<file path="src/shared/pxs_map.svh">
// offsets, field positions, reset values and timing counts of the status/control bank
`ifndef PXS_MAP_SVH
`define PXS_MAP_SVH

// register numbers on the management port
`define PXS_ADDR_STATUS 5'h1c
`define PXS_ADDR_CTRL 5'h1d

// status register fields
`define PXS_ST_MISSING_SFD 8
`define PXS_ST_CODE_VIOL 7
`define PXS_ST_POLARITY 6
`define PXS_ST_LINK_DROP 5
`define PXS_ST_UNLOCK 4
`define PXS_ST_FALSE_CARRIER 3
`define PXS_ST_FORCED_JAM 2
`define PXS_ST_FAST_UP 1
`define PXS_ST_SLOW_UP 0

// control register fields
`define PXS_CT_SOFT_RST 15
`define PXS_CT_TX_ON 12
`define PXS_CT_LED_FLASH 11
`define PXS_CT_RX_ONLY 10
`define PXS_CT_LINK_ERR 9
`define PXS_CT_UNLOCK_CODE 8
`define PXS_CT_STRETCH 7
`define PXS_CT_CODER_BYP 6
`define PXS_CT_ALIGN_BYP 5
`define PXS_CT_SCR_BYP 4
`define PXS_CT_CIM_EN 3
`define PXS_CT_JAM_EN 2

// reset value and writable bits (15 self clears, 1:0 live elsewhere)
`define PXS_CTRL_RESET 16'h1000
`define PXS_CTRL_WMASK 16'h7ffc

// error nibbles placed on the receive data lines
`define PXS_CODE_VIOL_NIB 4'h1
`define PXS_LINK_ERR_NIB 4'h2
`define PXS_PACKET_ERROR_CODE_ENABLE_NIB 4'h3

// stretch time: 42 ms least, clock 100 MHz
`define PXS_STRETCH_MS 42
`define PXS_CLK_KHZ 100000
`define PXS_STRETCH_CYC (`PXS_STRETCH_MS * `PXS_CLK_KHZ)

`endif

</file>
<file path="src/shared/pxs_pkg.sv">
// types shared by the status/control bank
package pxs_pkg;
    typedef logic [15:0] pxs_word_t;
    typedef logic [4:0] pxs_addr_t;
    typedef logic [3:0] pxs_nibble_t;
endpackage

</file>
<file path="src/pxs_regs.sv">
// status register 28 and fast-mode control register 29 with their pin effects
`timescale 1ns/1ns
`default_nettype none
`include "pxs_map.svh"

module pxs_regs #(
    parameter int STRETCH_CYCLES = `PXS_STRETCH_CYC
) (
    input wire logic clock,
    input wire logic sys_rst,
    // management register port (from the management frame decoder)
    input wire pxs_pkg::pxs_addr_t mgmt_addr,
    input wire logic mgmt_write,
    input wire logic mgmt_read,
    input wire pxs_pkg::pxs_word_t mgmt_wdata,
    output pxs_pkg::pxs_word_t mgmt_rdata,
    output logic mgmt_rvalid,
    output logic management_soft_reset,
    // transceiver state, same clock
    input wire logic speed_100,
    input wire logic autopolarity_control,
    input wire logic sfd_missing_evt,
    input wire logic manchester_viol_evt,
    input wire logic polarity_reversed,
    input wire logic link_drop_evt,
    input wire logic scrambler_unlock_evt,
    input wire logic false_carrier_evt,
    input wire logic forced_jam_evt,
    input wire logic fast_xcvr_up,
    input wire logic slow_xcvr_up,
    // pins, asynchronous
    input wire logic led_flash_input,
    input wire logic carrier_receive_only_pin,
    input wire logic coder_bypass_pin,
    input wire logic scrambler_bypass_pin,
    input wire logic carrier_integrity_pin,
    // receive path toward the mii
    input wire pxs_pkg::pxs_nibble_t rx_nibble_in,
    input wire logic rx_error_in,
    input wire logic link_error_cond,
    input wire logic scrambler_unlocked,
    output pxs_pkg::pxs_nibble_t mii_receive_nibble,
    output logic mii_receive_error,
    // transmit pair
    input wire logic tx_pair_pos_in,
    input wire logic tx_pair_neg_in,
    output logic twisted_pair_out_pos,
    output logic twisted_pair_out_neg,
    // carrier sense and collision
    input wire logic rx_active,
    input wire logic tx_active,
    input wire logic col_or_crs_in,
    input wire logic cim_jam_cond,
    output logic mii_carrier_sense,
    output logic collision_or_carrier_out,
    // status led drivers: collision, transmit, receive
    input wire logic [2:0] led_status_in,
    output logic [2:0] led_status_out,
    // configuration levels to the coding stages
    output logic led_flash_enable,
    output logic coder_bypass,
    output logic aligner_bypass,
    output logic scrambler_bypass,
    output logic carrier_integrity_enable,
    output logic polarity_corrected_flag
);
    import pxs_pkg::*;

    pxs_word_t ctrl; // control register, bit 15 always stored as zero
    logic [8:2] flags; // latched status bits
    logic [6:0] next_flags_set; // events seen this cycle
    logic [4:0] pin_meta; // first synchroniser stage, read only by pin_sync
    logic [4:0] pin_sync; // pins after two flops
    logic wr_status; // write strobe to register 28 (read only, ignored)
    logic wr_ctrl; // write strobe to register 29
    logic rd_status; // read strobe to register 28
    logic soft_rst; // management reset request this cycle
    pxs_word_t status_word; // current value of register 28

    // decode of the register port
    // the address is decoded in the cycle of the strobe; nothing is pipelined
    assign wr_ctrl = mgmt_write && (mgmt_addr == `PXS_ADDR_CTRL);
    assign wr_status = mgmt_write && (mgmt_addr == `PXS_ADDR_STATUS);
    assign rd_status = mgmt_read && (mgmt_addr == `PXS_ADDR_STATUS);
    assign soft_rst = wr_ctrl && mgmt_wdata[`PXS_CT_SOFT_RST];

    // two-flop synchroniser for the strap and control pins; the pins are
    // asynchronous, so no logic may read them before the second flop, at the
    // price of three cycles before an output follows a pin change
    always_ff @(posedge clock or posedge sys_rst) begin
        if (sys_rst) begin
            pin_meta <= 5'h00;
            pin_sync <= 5'h00;
        end else begin
            pin_meta <= {carrier_integrity_pin, scrambler_bypass_pin,
                coder_bypass_pin, carrier_receive_only_pin, led_flash_input};
            pin_sync <= pin_meta;
        end
    end

    // control register: write, self-clearing reset, defaults
    // bit 15 is never stored, so a read always shows the reset bit cleared
    always_ff @(posedge clock or posedge sys_rst) begin
        if (sys_rst) begin
            ctrl <= `PXS_CTRL_RESET;
        end else if (soft_rst) begin
            // restore defaults, bit reads back zero
            ctrl <= `PXS_CTRL_RESET;
        end else if (wr_ctrl) begin
            ctrl <= mgmt_wdata & `PXS_CTRL_WMASK;
        end
    end

    // event qualification by speed: each flag is only meaningful in one mode
    // an event in the wrong mode is dropped here rather than stored and masked
    always_comb begin
        next_flags_set = 7'h00;
        next_flags_set[`PXS_ST_MISSING_SFD - 2] = sfd_missing_evt && !speed_100;
        next_flags_set[`PXS_ST_CODE_VIOL - 2] = manchester_viol_evt && !speed_100;
        next_flags_set[`PXS_ST_LINK_DROP - 2] = link_drop_evt && speed_100;
        next_flags_set[`PXS_ST_UNLOCK - 2] = scrambler_unlock_evt && speed_100;
        next_flags_set[`PXS_ST_FALSE_CARRIER - 2] = false_carrier_evt && speed_100;
        next_flags_set[`PXS_ST_FORCED_JAM - 2] = forced_jam_evt && speed_100;
    end

    // latched-high flags; bit 6 is live and kept out of the latch
    // a management reset drops events of its own cycle; it is a reset, not a read
    always_ff @(posedge clock or posedge sys_rst) begin
        if (sys_rst) begin
            flags <= 7'h00;
        end else if (soft_rst) begin
            // management reset clears the latched status flags as well; bits 6, 1 and 0 stay live
            flags <= 7'h00;
        end else if (rd_status) begin
            // clear what was read, new events win
            flags <= next_flags_set;
        end else begin
            flags <= flags | next_flags_set;
        end
    end

    // autopolarity_control low means the correction runs; the bit is live
    // polarity bit live, 10M with autopolarity on
    assign polarity_corrected_flag = polarity_reversed && !speed_100 && !autopolarity_control;

    // assemble register 28
    always_comb begin
        status_word = 16'h0000;
        status_word[`PXS_ST_MISSING_SFD] = flags[`PXS_ST_MISSING_SFD];
        status_word[`PXS_ST_CODE_VIOL] = flags[`PXS_ST_CODE_VIOL];
        status_word[`PXS_ST_POLARITY] = polarity_corrected_flag;
        status_word[`PXS_ST_LINK_DROP] = flags[`PXS_ST_LINK_DROP];
        status_word[`PXS_ST_UNLOCK] = flags[`PXS_ST_UNLOCK];
        status_word[`PXS_ST_FALSE_CARRIER] = flags[`PXS_ST_FALSE_CARRIER];
        status_word[`PXS_ST_FORCED_JAM] = flags[`PXS_ST_FORCED_JAM];
        status_word[`PXS_ST_FAST_UP] = fast_xcvr_up;
        status_word[`PXS_ST_SLOW_UP] = slow_xcvr_up;
    end

    // read data: registered, one cycle after the read strobe
    // the data stays until the next read, so a slow host may pick it up late
    always_ff @(posedge clock or posedge sys_rst) begin
        if (sys_rst) begin
            mgmt_rdata <= 16'h0000;
            mgmt_rvalid <= 1'b0;
        end else begin
            mgmt_rvalid <= mgmt_read;
            if (mgmt_read) begin
                case (mgmt_addr)
                    `PXS_ADDR_STATUS: mgmt_rdata <= status_word;
                    `PXS_ADDR_CTRL: mgmt_rdata <= ctrl;
                    // other register numbers are answered elsewhere
                    default: mgmt_rdata <= 16'h0000;
                endcase
            end
        end
    end

    // soft reset pulse toward the lower sixteen registers
    // registered so the pulse is glitch free even though the decode is not
    always_ff @(posedge clock or posedge sys_rst) begin
        if (sys_rst) begin
            management_soft_reset <= 1'b0;
        end else begin
            management_soft_reset <= soft_rst;
        end
    end

    // receive nibble and error with substituted error codes
    // the code violation comes first because no control bit switches it off;
    // every path has the same one cycle delay so data and codes never reorder
    always_ff @(posedge clock or posedge sys_rst) begin
        if (sys_rst) begin
            mii_receive_nibble <= 4'h0;
            mii_receive_error <= 1'b0;
        end else if (manchester_viol_evt && !speed_100) begin
            mii_receive_nibble <= `PXS_CODE_VIOL_NIB;
            mii_receive_error <= 1'b1;
        end else if (rx_error_in && ctrl[`PXS_CT_LINK_ERR] && link_error_cond) begin
            mii_receive_nibble <= `PXS_LINK_ERR_NIB;
            mii_receive_error <= 1'b1;
        end else if (rx_error_in && ctrl[`PXS_CT_UNLOCK_CODE] && scrambler_unlocked) begin
            mii_receive_nibble <= `PXS_PACKET_ERROR_CODE_ENABLE_NIB;
            mii_receive_error <= 1'b1;
        end else begin
            // plain pass-through, one cycle of latency on every path
            mii_receive_nibble <= rx_nibble_in;
            mii_receive_error <= rx_error_in;
        end
    end

    // transmit pair: forced idle levels when the transmitter is off
    // the reset levels equal the forced idle levels, so the pair cannot glitch
    always_ff @(posedge clock or posedge sys_rst) begin
        if (sys_rst) begin
            twisted_pair_out_pos <= 1'b0;
            twisted_pair_out_neg <= 1'b1;
        end else if (!ctrl[`PXS_CT_TX_ON]) begin
            twisted_pair_out_pos <= 1'b0;
            twisted_pair_out_neg <= 1'b1;
        end else begin
            twisted_pair_out_pos <= tx_pair_pos_in;
            twisted_pair_out_neg <= tx_pair_neg_in;
        end
    end

    // carrier sense and combined collision output
    // the select pin comes through the synchroniser and acts three cycles late
    always_ff @(posedge clock or posedge sys_rst) begin
        if (sys_rst) begin
            mii_carrier_sense <= 1'b0;
            collision_or_carrier_out <= 1'b0;
        end else begin
            // receive only, or receive or transmit
            if (ctrl[`PXS_CT_RX_ONLY] || pin_sync[1]) begin
                mii_carrier_sense <= rx_active;
            end else begin
                mii_carrier_sense <= rx_active || tx_active;
            end
            collision_or_carrier_out <= col_or_crs_in ||
                (ctrl[`PXS_CT_JAM_EN] && cim_jam_cond);
        end
    end

    // configuration levels: register bit ored with the synchronised pin
    // the aligner bypass has no pin and follows the register bit alone
    always_ff @(posedge clock or posedge sys_rst) begin
        if (sys_rst) begin
            led_flash_enable <= 1'b0;
            coder_bypass <= 1'b0;
            aligner_bypass <= 1'b0;
            scrambler_bypass <= 1'b0;
            carrier_integrity_enable <= 1'b0;
        end else begin
            led_flash_enable <= ctrl[`PXS_CT_LED_FLASH] || pin_sync[0];
            coder_bypass <= ctrl[`PXS_CT_CODER_BYP] || pin_sync[2];
            aligner_bypass <= ctrl[`PXS_CT_ALIGN_BYP];
            scrambler_bypass <= ctrl[`PXS_CT_SCR_BYP] || pin_sync[3];
            carrier_integrity_enable <= ctrl[`PXS_CT_CIM_EN] || pin_sync[4];
        end
    end

    // pulse stretchers for the collision, transmit and receive led lines;
    // each line is held for at least STRETCH_CYCLES after its last high
    // cycle, so it lands inside the 42-84 ms window at the nominal clock
    // one stretcher per status line
    for (genvar i = 0; i < 3; i++) begin : g_stretch
        pxs_stretch #(
            .HOLD_CYCLES(STRETCH_CYCLES)
        ) u_stretch (
            .clock(clock),
            .sys_rst(sys_rst),
            .stretch_on(ctrl[`PXS_CT_STRETCH]),
            .line_in(led_status_in[i]),
            .line_out(led_status_out[i])
        );
    end

    // writes to the status register have no effect
    logic unused_ok;
    assign unused_ok = wr_status;
endmodule

// one stretched status line: the counter reloads while the input is high
// and counts down after it falls; a 32-bit count covers any sensible clock
module pxs_stretch #(
    parameter int HOLD_CYCLES = `PXS_STRETCH_CYC
) (
    input wire logic clock,
    input wire logic sys_rst,
    input wire logic stretch_on, // feature enable from the control register
    input wire logic line_in, // raw status line
    output logic line_out // stretched status line
);
    import pxs_pkg::*;

    logic [31:0] hold_cnt; // cycles still to hold after the input fell

    // counter: idle while the feature is off, reload on input, count down
    always_ff @(posedge clock or posedge sys_rst) begin
        if (sys_rst) begin
            hold_cnt <= 32'h0000_0000;
        end else if (!stretch_on) begin
            // feature off: no residue when it is switched on again
            hold_cnt <= 32'h0000_0000;
        end else if (line_in) begin
            hold_cnt <= 32'(HOLD_CYCLES);
        end else if (hold_cnt != 32'h0000_0000) begin
            // count down to zero and stop there
            hold_cnt <= hold_cnt - 32'h0000_0001;
        end
    end

    // output: high with the input or while the count runs
    always_ff @(posedge clock or posedge sys_rst) begin
        if (sys_rst) begin
            line_out <= 1'b0;
        end else begin
            line_out <= line_in || (stretch_on && hold_cnt != 32'h0000_0000);
        end
    end
endmodule
`default_nettype wire

</file>
<file path="config.mk">
export PLATFORM = sky130hd
export DESIGN_NAME = pxs_regs
export DESIGN_NICKNAME = d
export VERILOG_FILES = /design/src/shared/pxs_pkg.sv /design/src/pxs_regs.sv
export VERILOG_INCLUDE_DIRS = /design/src /design/src/shared
export SDC_FILE = /design/constraint.sdc
export NUM_CORES = 1
export LEC_CHECK = 0
export BUFFER_PORTS_ARGS = -buffer_cell sky130_fd_sc_hd__clkbuf_2
export CELL_PAD_IN_SITES_DETAIL_PLACEMENT = 1
export CELL_PAD_IN_SITES_GLOBAL_PLACEMENT = 2
export CORE_MARGIN = 5
export CORE_UTILIZATION = 40
export DETAILED_ROUTE_END_ITERATION = 16
export PLACE_DENSITY_LB_ADDON = 0.1
export SLEW_MARGIN = 20
export SYNTH_ARGS = -nofsm -noshare
export SYNTH_HDL_FRONTEND = slang
export SYNTH_SLANG_ARGS = --single-unit
</file>
<file path="constraint.sdc">
create_clock -name clock -period 9.2 [get_ports clock]
set_clock_uncertainty 0.1 [all_clocks]
set_input_delay 0.46 -clock clock [delete_from_list [all_inputs] [get_ports clock]]
set_output_delay 0.46 -clock clock [all_outputs]
set_load 0.01 [all_outputs]
</file>
## After elaboration in Yosys (flattened, before gate mapping)

Cells that the tools add are included.

- Register bits after elaboration: 164
- Input port bits: 57
- Output and inout port bits: 36
- Logic and storage cells: 91

- Add/sub/neg operators: 3
- Eq/ne operators: 5
- Multiplexer cells: 23
- Bitwise gates (word level): 1
- Reduce and logical (&&, ||, !) cells: 35

Operators with widths:

| cell | count |
|---|---|
| 32-bit 2-to-1 mux | 9 |
| 32-bit nonzero test | 3 |
| 32-bit by 1-bit subtractor with 32-bit output, second input constant | 3 |
| 16-bit 2-to-1 mux | 2 |
| 16-bit case mux with 2 select lines | 1 |
| 1-bit logical AND | 19 |
| 7-bit 2-to-1 mux | 2 |
| 4-bit 2-to-1 mux | 3 |
| 5-bit == test, second input constant | 2 |
| 1-bit logical OR | 10 |
| 3-bit by 2-bit inequality test with 1-bit output, second input constant | 3 |
| 7-bit bitwise OR | 1 |
| 1-bit 2-to-1 mux | 6 |
| 1-bit logical NOT | 2 |
| 2-bit nonzero test | 1 |

## Longest topological paths before layout

- Word-level depth: 5
- Mapped depth: 9
- Mapped depth without buffers: 7

## By module

A second synthesis with hierarchy kept.

- Cell total of the unflattened synthesis: 758
- Area, all modules: 8114.0 um2

Modules (own cells, without submodules):

| module | instances | cells an instance | area each (um2) | sequential area each (um2) |
|---|---|---|---|---|
| pxs_stretch at g_stretch[1].u_stretch ... | 2 | 193 | 1939.4 | 825.8 |
| pxs_regs | 1 | 179 | 2264.7 | 1503.9 |
| pxs_stretch at g_stretch[0].u_stretch | 1 | 193 | 1970.6 | 825.8 |

## Worst setup path after synthesis

No wires, ideal clock.

- Path kind: register to register
- Start: register g_stretch[2].u_stretch.hold_cnt[23]
- End: register g_stretch[2].u_stretch.hold_cnt[4]
- Library setup time: 120 ps
- Arrival time: 2454 ps
- Data required time: 8980 ps
- Setup slack: 6526 ps
- Cell stages (with the launch flop): 7
- Buffers on the path: 2
- Period minus slack after synthesis: 2674 ps
- Cell sequence: dfrtp_1 > or4_4 > or4b_4 > buf_6 > or4_4 > buf_6 > a41o_1

- Cells in the longest elaborated chain, start to end: 2

RTL lines:

| item | line | RTL |
|---|---|---|
| start, declared | pxs_regs.sv:297 | `logic [31:0] hold_cnt;` |
| start signal, assigned | pxs_regs.sv:307 | `hold_cnt <= 32'(HOLD_CYCLES);` |
| start signal, assigned | pxs_regs.sv:310 | `hold_cnt <= hold_cnt - 32'h0000_0001;` |
| 32-bit nonzero test | pxs_regs.sv:308 | `end else if (hold_cnt != 32'h0000_0000) begin` |
| 3-bit by 2-bit inequality test with 1-bit output (no line) | -- |  |

Every way passes these cells.
A chain may end at the register's enable or synchronous reset.

## Worst setup path after layout

- Start: register g_stretch[0].u_stretch.hold_cnt[24]
- End: register g_stretch[0].u_stretch.hold_cnt[15]

- Cells in the longest elaborated chain, start to end: 2

RTL lines:

| item | line |
|---|---|
| start, declared | pxs_regs.sv:297 |
| start signal, assigned | pxs_regs.sv:307 |
| start signal, assigned | pxs_regs.sv:310 |
| 32-bit nonzero test | pxs_regs.sv:308 |
| 3-bit by 2-bit inequality test with 1-bit output (no line) | -- |

Every way passes these cells.

==> metrics.md <==
| Metric | Value |
|---|---|
| Minimum period implied by the final worst setup slack | `between 3 and 4 ns` |
| Buffers from clock root to sink, at most | `2` |
| Fraction of final layout cells sized beyond drive strength 1 | `0.185` |
| Final cell utilization of the core | `0.474` |
| RSZ-0062 raised after global routing | `false` |
| Avg Inst Size Synth | `between 9 and 10 um^2` |
| Final Hold Fails | `0` |
| Die Ht | `approximately 150 um` |
| Clock sinks | `approximately 160` |
| Met3 Use GR | `0.0489` |
| Worst rel slew slack | `0.297` |
| Global-route usage over all layers | `0.198` |
| Routed length per placed instance | `between 15 and 20 um` |
| Static leakage | `4.15 nW` |
| DR pass1 iterations | `4` |
| VDD IR max | `about 0.17 mV` |
| Type of the tightest min-delay check | `primary input to flip-flop` |
| Post-route clock period utilization | `0.342` |
| Yosys cell types | `62` |
| Startpoint kind of the worst setup timing path | `flip-flop` |
| Detail-routed via count per cell | `5.60` |
| Run status | `finished, final reports clean` |
| # Post-CTS Setup Buffers | `0` |
| Final Wtd Congestion | `roughly 0.84` |
| PnR Total Power | `between 2 and 3 mW` |
| Final Slew Violations | `0` |
| Total number of H-tree levels | `4` |
| Initial antenna violation count | `2` |
| Antenna violation net count after detailed routing | `0` |
| Final non-filler cell total | `~1,100` |
| Worst hold path startpoint | `coder_bypass_pin` |
| Hold Buf Count CTS | `0` |
| Post-synthesis register bit count | `between 150 and 200` |
| Most utilized layer in the global route result | `met2` |
| TritonCTS clock tree | `yes` |
| Effective utilization at floorplan | `0.410` |
| Kind of critical path | `flip-flop to flip-flop` |
| Power density normalized to cell area | `a little over 300 nW/um^2` |
| Post-Syn Area | `7740 um^2` |
| Horizontal die dimension | `approximately 150 um` |
| Footprint of the multi-input gates | `3460 um^2` |
| Area of the die | `between 20,000 and 25,000 um^2` |
| Max_cap viols | `0` |
| Critical Path AT | `3.37 ns` |
| Post-Synthesis Cells | `approximately 800` |
| Detail Placement HPWL | `14,400 um` |
| Beginning of the worst register-to-register path | `g_stretch[0].u_stretch.hold_cnt[24]` |
| Worst slew pin tran | `approximately 1.1 ns` |
| Count of cells resized by post-cts repair | `0` |
| Sequential cell area | `roughly 4000 um^2` |
| Boundary Pins | `93` |
| Final sum of negative setup slack | `0 ns` |
| Data required time at the worst endpoint | `roughly 9.4 ns` |
| Most common cell after layout, fill and taps aside | `sky130_fd_sc_hd__dfrtp_1` |
| Initial detailed-routing violation count | `approximately 340` |
| Via count of the first global-routing pass | `6,865` |
| Inst Count DP | `between 1,000 and 1,500` |
| Post-detailed-routing wire length | `20,900 um` |
| Grt met2 use | `0.340` |
| Overflow after GRT | `0` |
| Standard cell core area | `~19,000 um^2` |
| Share of synthesized registers carrying an async set or reset | `1.00` |
| Total nets after synthesis | `around 860` |
| Number of buffers inserted during clock tree synthesis | `17` |
| Maximum number of pins on one net before global-route repair | `90` |
| Post-synth EDFFs | `0` |
| Final Setup Violations | `0` |
| # rows | `50` |
| Peak fanout along the critical path | `12` |
| Antenna diode count | `0` |
| Critical path origin | `g_stretch[0].u_stretch.hold_cnt[24]` |
| Sequential fraction of the synthesis area | `0.514` |
| Grt met1 use | `0.252` |
| Count of unresolved DRC violations after routing | `0` |
| Number of I/O port buffers | `89` |
| Clock latency at the later pin of the worst-skew pair | `between 0.4 and 0.5 ns` |
| Fmax achieved | `roughly 0.32 GHz` |
| Area delta synth->final | `15.6%` |
| Number of filler instances in the final layout | `about 2,200` |
| DR vias | `6,397` |
| Endpoint class of the critical path | `flip-flop` |
| Flop2flop setup slack | `between 6 and 7 ns` |
| Clock input transition at the sequential cells of the worst setup and hold paths | `0.07 ns` |
| Wire length of the first global-routing pass | `35,500 um` |
| Commonest non-fill, non-tap cells in the layout | `sky130_fd_sc_hd__dfrtp_1 (157), sky130_fd_sc_hd__clkbuf_2 (89), sky130_fd_sc_hd__nor2_1 (67)` |
| Cell chosen for the clock root | `sky130_fd_sc_hd__clkbuf_16` |
| Main synth FF type | `sky130_fd_sc_hd__dfrtp_1` |
| Number of warning messages in the yosys log | `0` |
| Nets | `approximately 930` |
## kinds of logic after synthesis
group / after synthesis / synth area share
DFF: 159 / 0.514
adders and majority gates: 3 / 0.00485
AOI/OAI and AO/OA: 179 / 0.146
other: 1 / 0.000484
xor gates and xnor gates: 35 / 0.0396
muxes: 13 / 0.0178
buffers and inverters: 75 / 0.0414
and+or+nand+nor: 332 / 0.236
## report_power, final
group	internal (mW)	switching, mW
combinational	0.468	0.786
sequential	0.764	0.0663
clock	0.360	0.333
total	1.59	1.19
## layout make-up
class,count,area share
well taps,260,0.0364
clock buffers,17,0.0475
clock inverters,15,0.0154
inverters,34,0.0148
repair buffers,94,0.0540
flip-flops and latches,159,0.445
multi-input cells,563,0.387
## sequential cells by signal (all words and copies together), names as in the netlist, 3 cells and up
name / count
mgmt_rdata: 15
g_stretch.u_stretch.line_out: 3
g_stretch.u_stretch.hold_cnt: 96
flags: 6
pin_meta: 5
mii_receive_nibble: 4
ctrl: 13
pin_sync: 5
## layer usage
layer,vias up,wire length [um]
met3,23,781
met2,94,10500
met1,3230,9370
met5,-,31
li1,3046,-
met4,4,232
## per-stage QoR
stage	area (um^2)	hold WS (ns)	setup WS, ns
2_1_floorplan	7740	0.231	4.35
3_3_place_gp	8380	0.234	6.06
3_5_place_dp	8380	0.239	6.04
4_1_cts	8940	0.00806	6.02
5_1_grt	8950	0.00988	5.84
6_report	8950	0.0289	6.05
## Yosys cell counts (all sizes together), types with 20 or more instances
master	instances	share of area
nor3	26	0.018
nor4	23	0.019
a21oi	49	0.032
inv	34	0.016
nand3	20	0.013
or4	34	0.034
dfrtp	157	0.51
nor2	67	0.032
or3	24	0.020
o21ai	47	0.030
clkbuf	28	0.014
xnor2	21	0.024
nand2	57	0.028
## final timing paths
kind	end	cells after the start
worst max-delay path	g_stretch[0].u_stretch.hold_cnt[15]	6
worst max register to register	g_stretch[0].u_stretch.hold_cnt[15]	6
worst min-delay path	pin_meta[2]	1
min in group asynchronous	g_stretch[0].u_stretch.hold_cnt[28]	2
max in group asynchronous	g_stretch[2].u_stretch.hold_cnt[29]	3
worst min register to register	pin_sync[4]	0
## worst max-delay path, stage by stage, from the launching register on
cell	delay, ns
sky130_fd_sc_hd__dfrtp_1	0.42
sky130_fd_sc_hd__or4_1	0.62
sky130_fd_sc_hd__or4_1	0.71
sky130_fd_sc_hd__nor3_2	0.59
sky130_fd_sc_hd__buf_4	0.30
sky130_fd_sc_hd__o311ai_0	0.18
sky130_fd_sc_hd__o41ai_1	0.12
No activity file was read; power rests on OpenSTA's default activity.
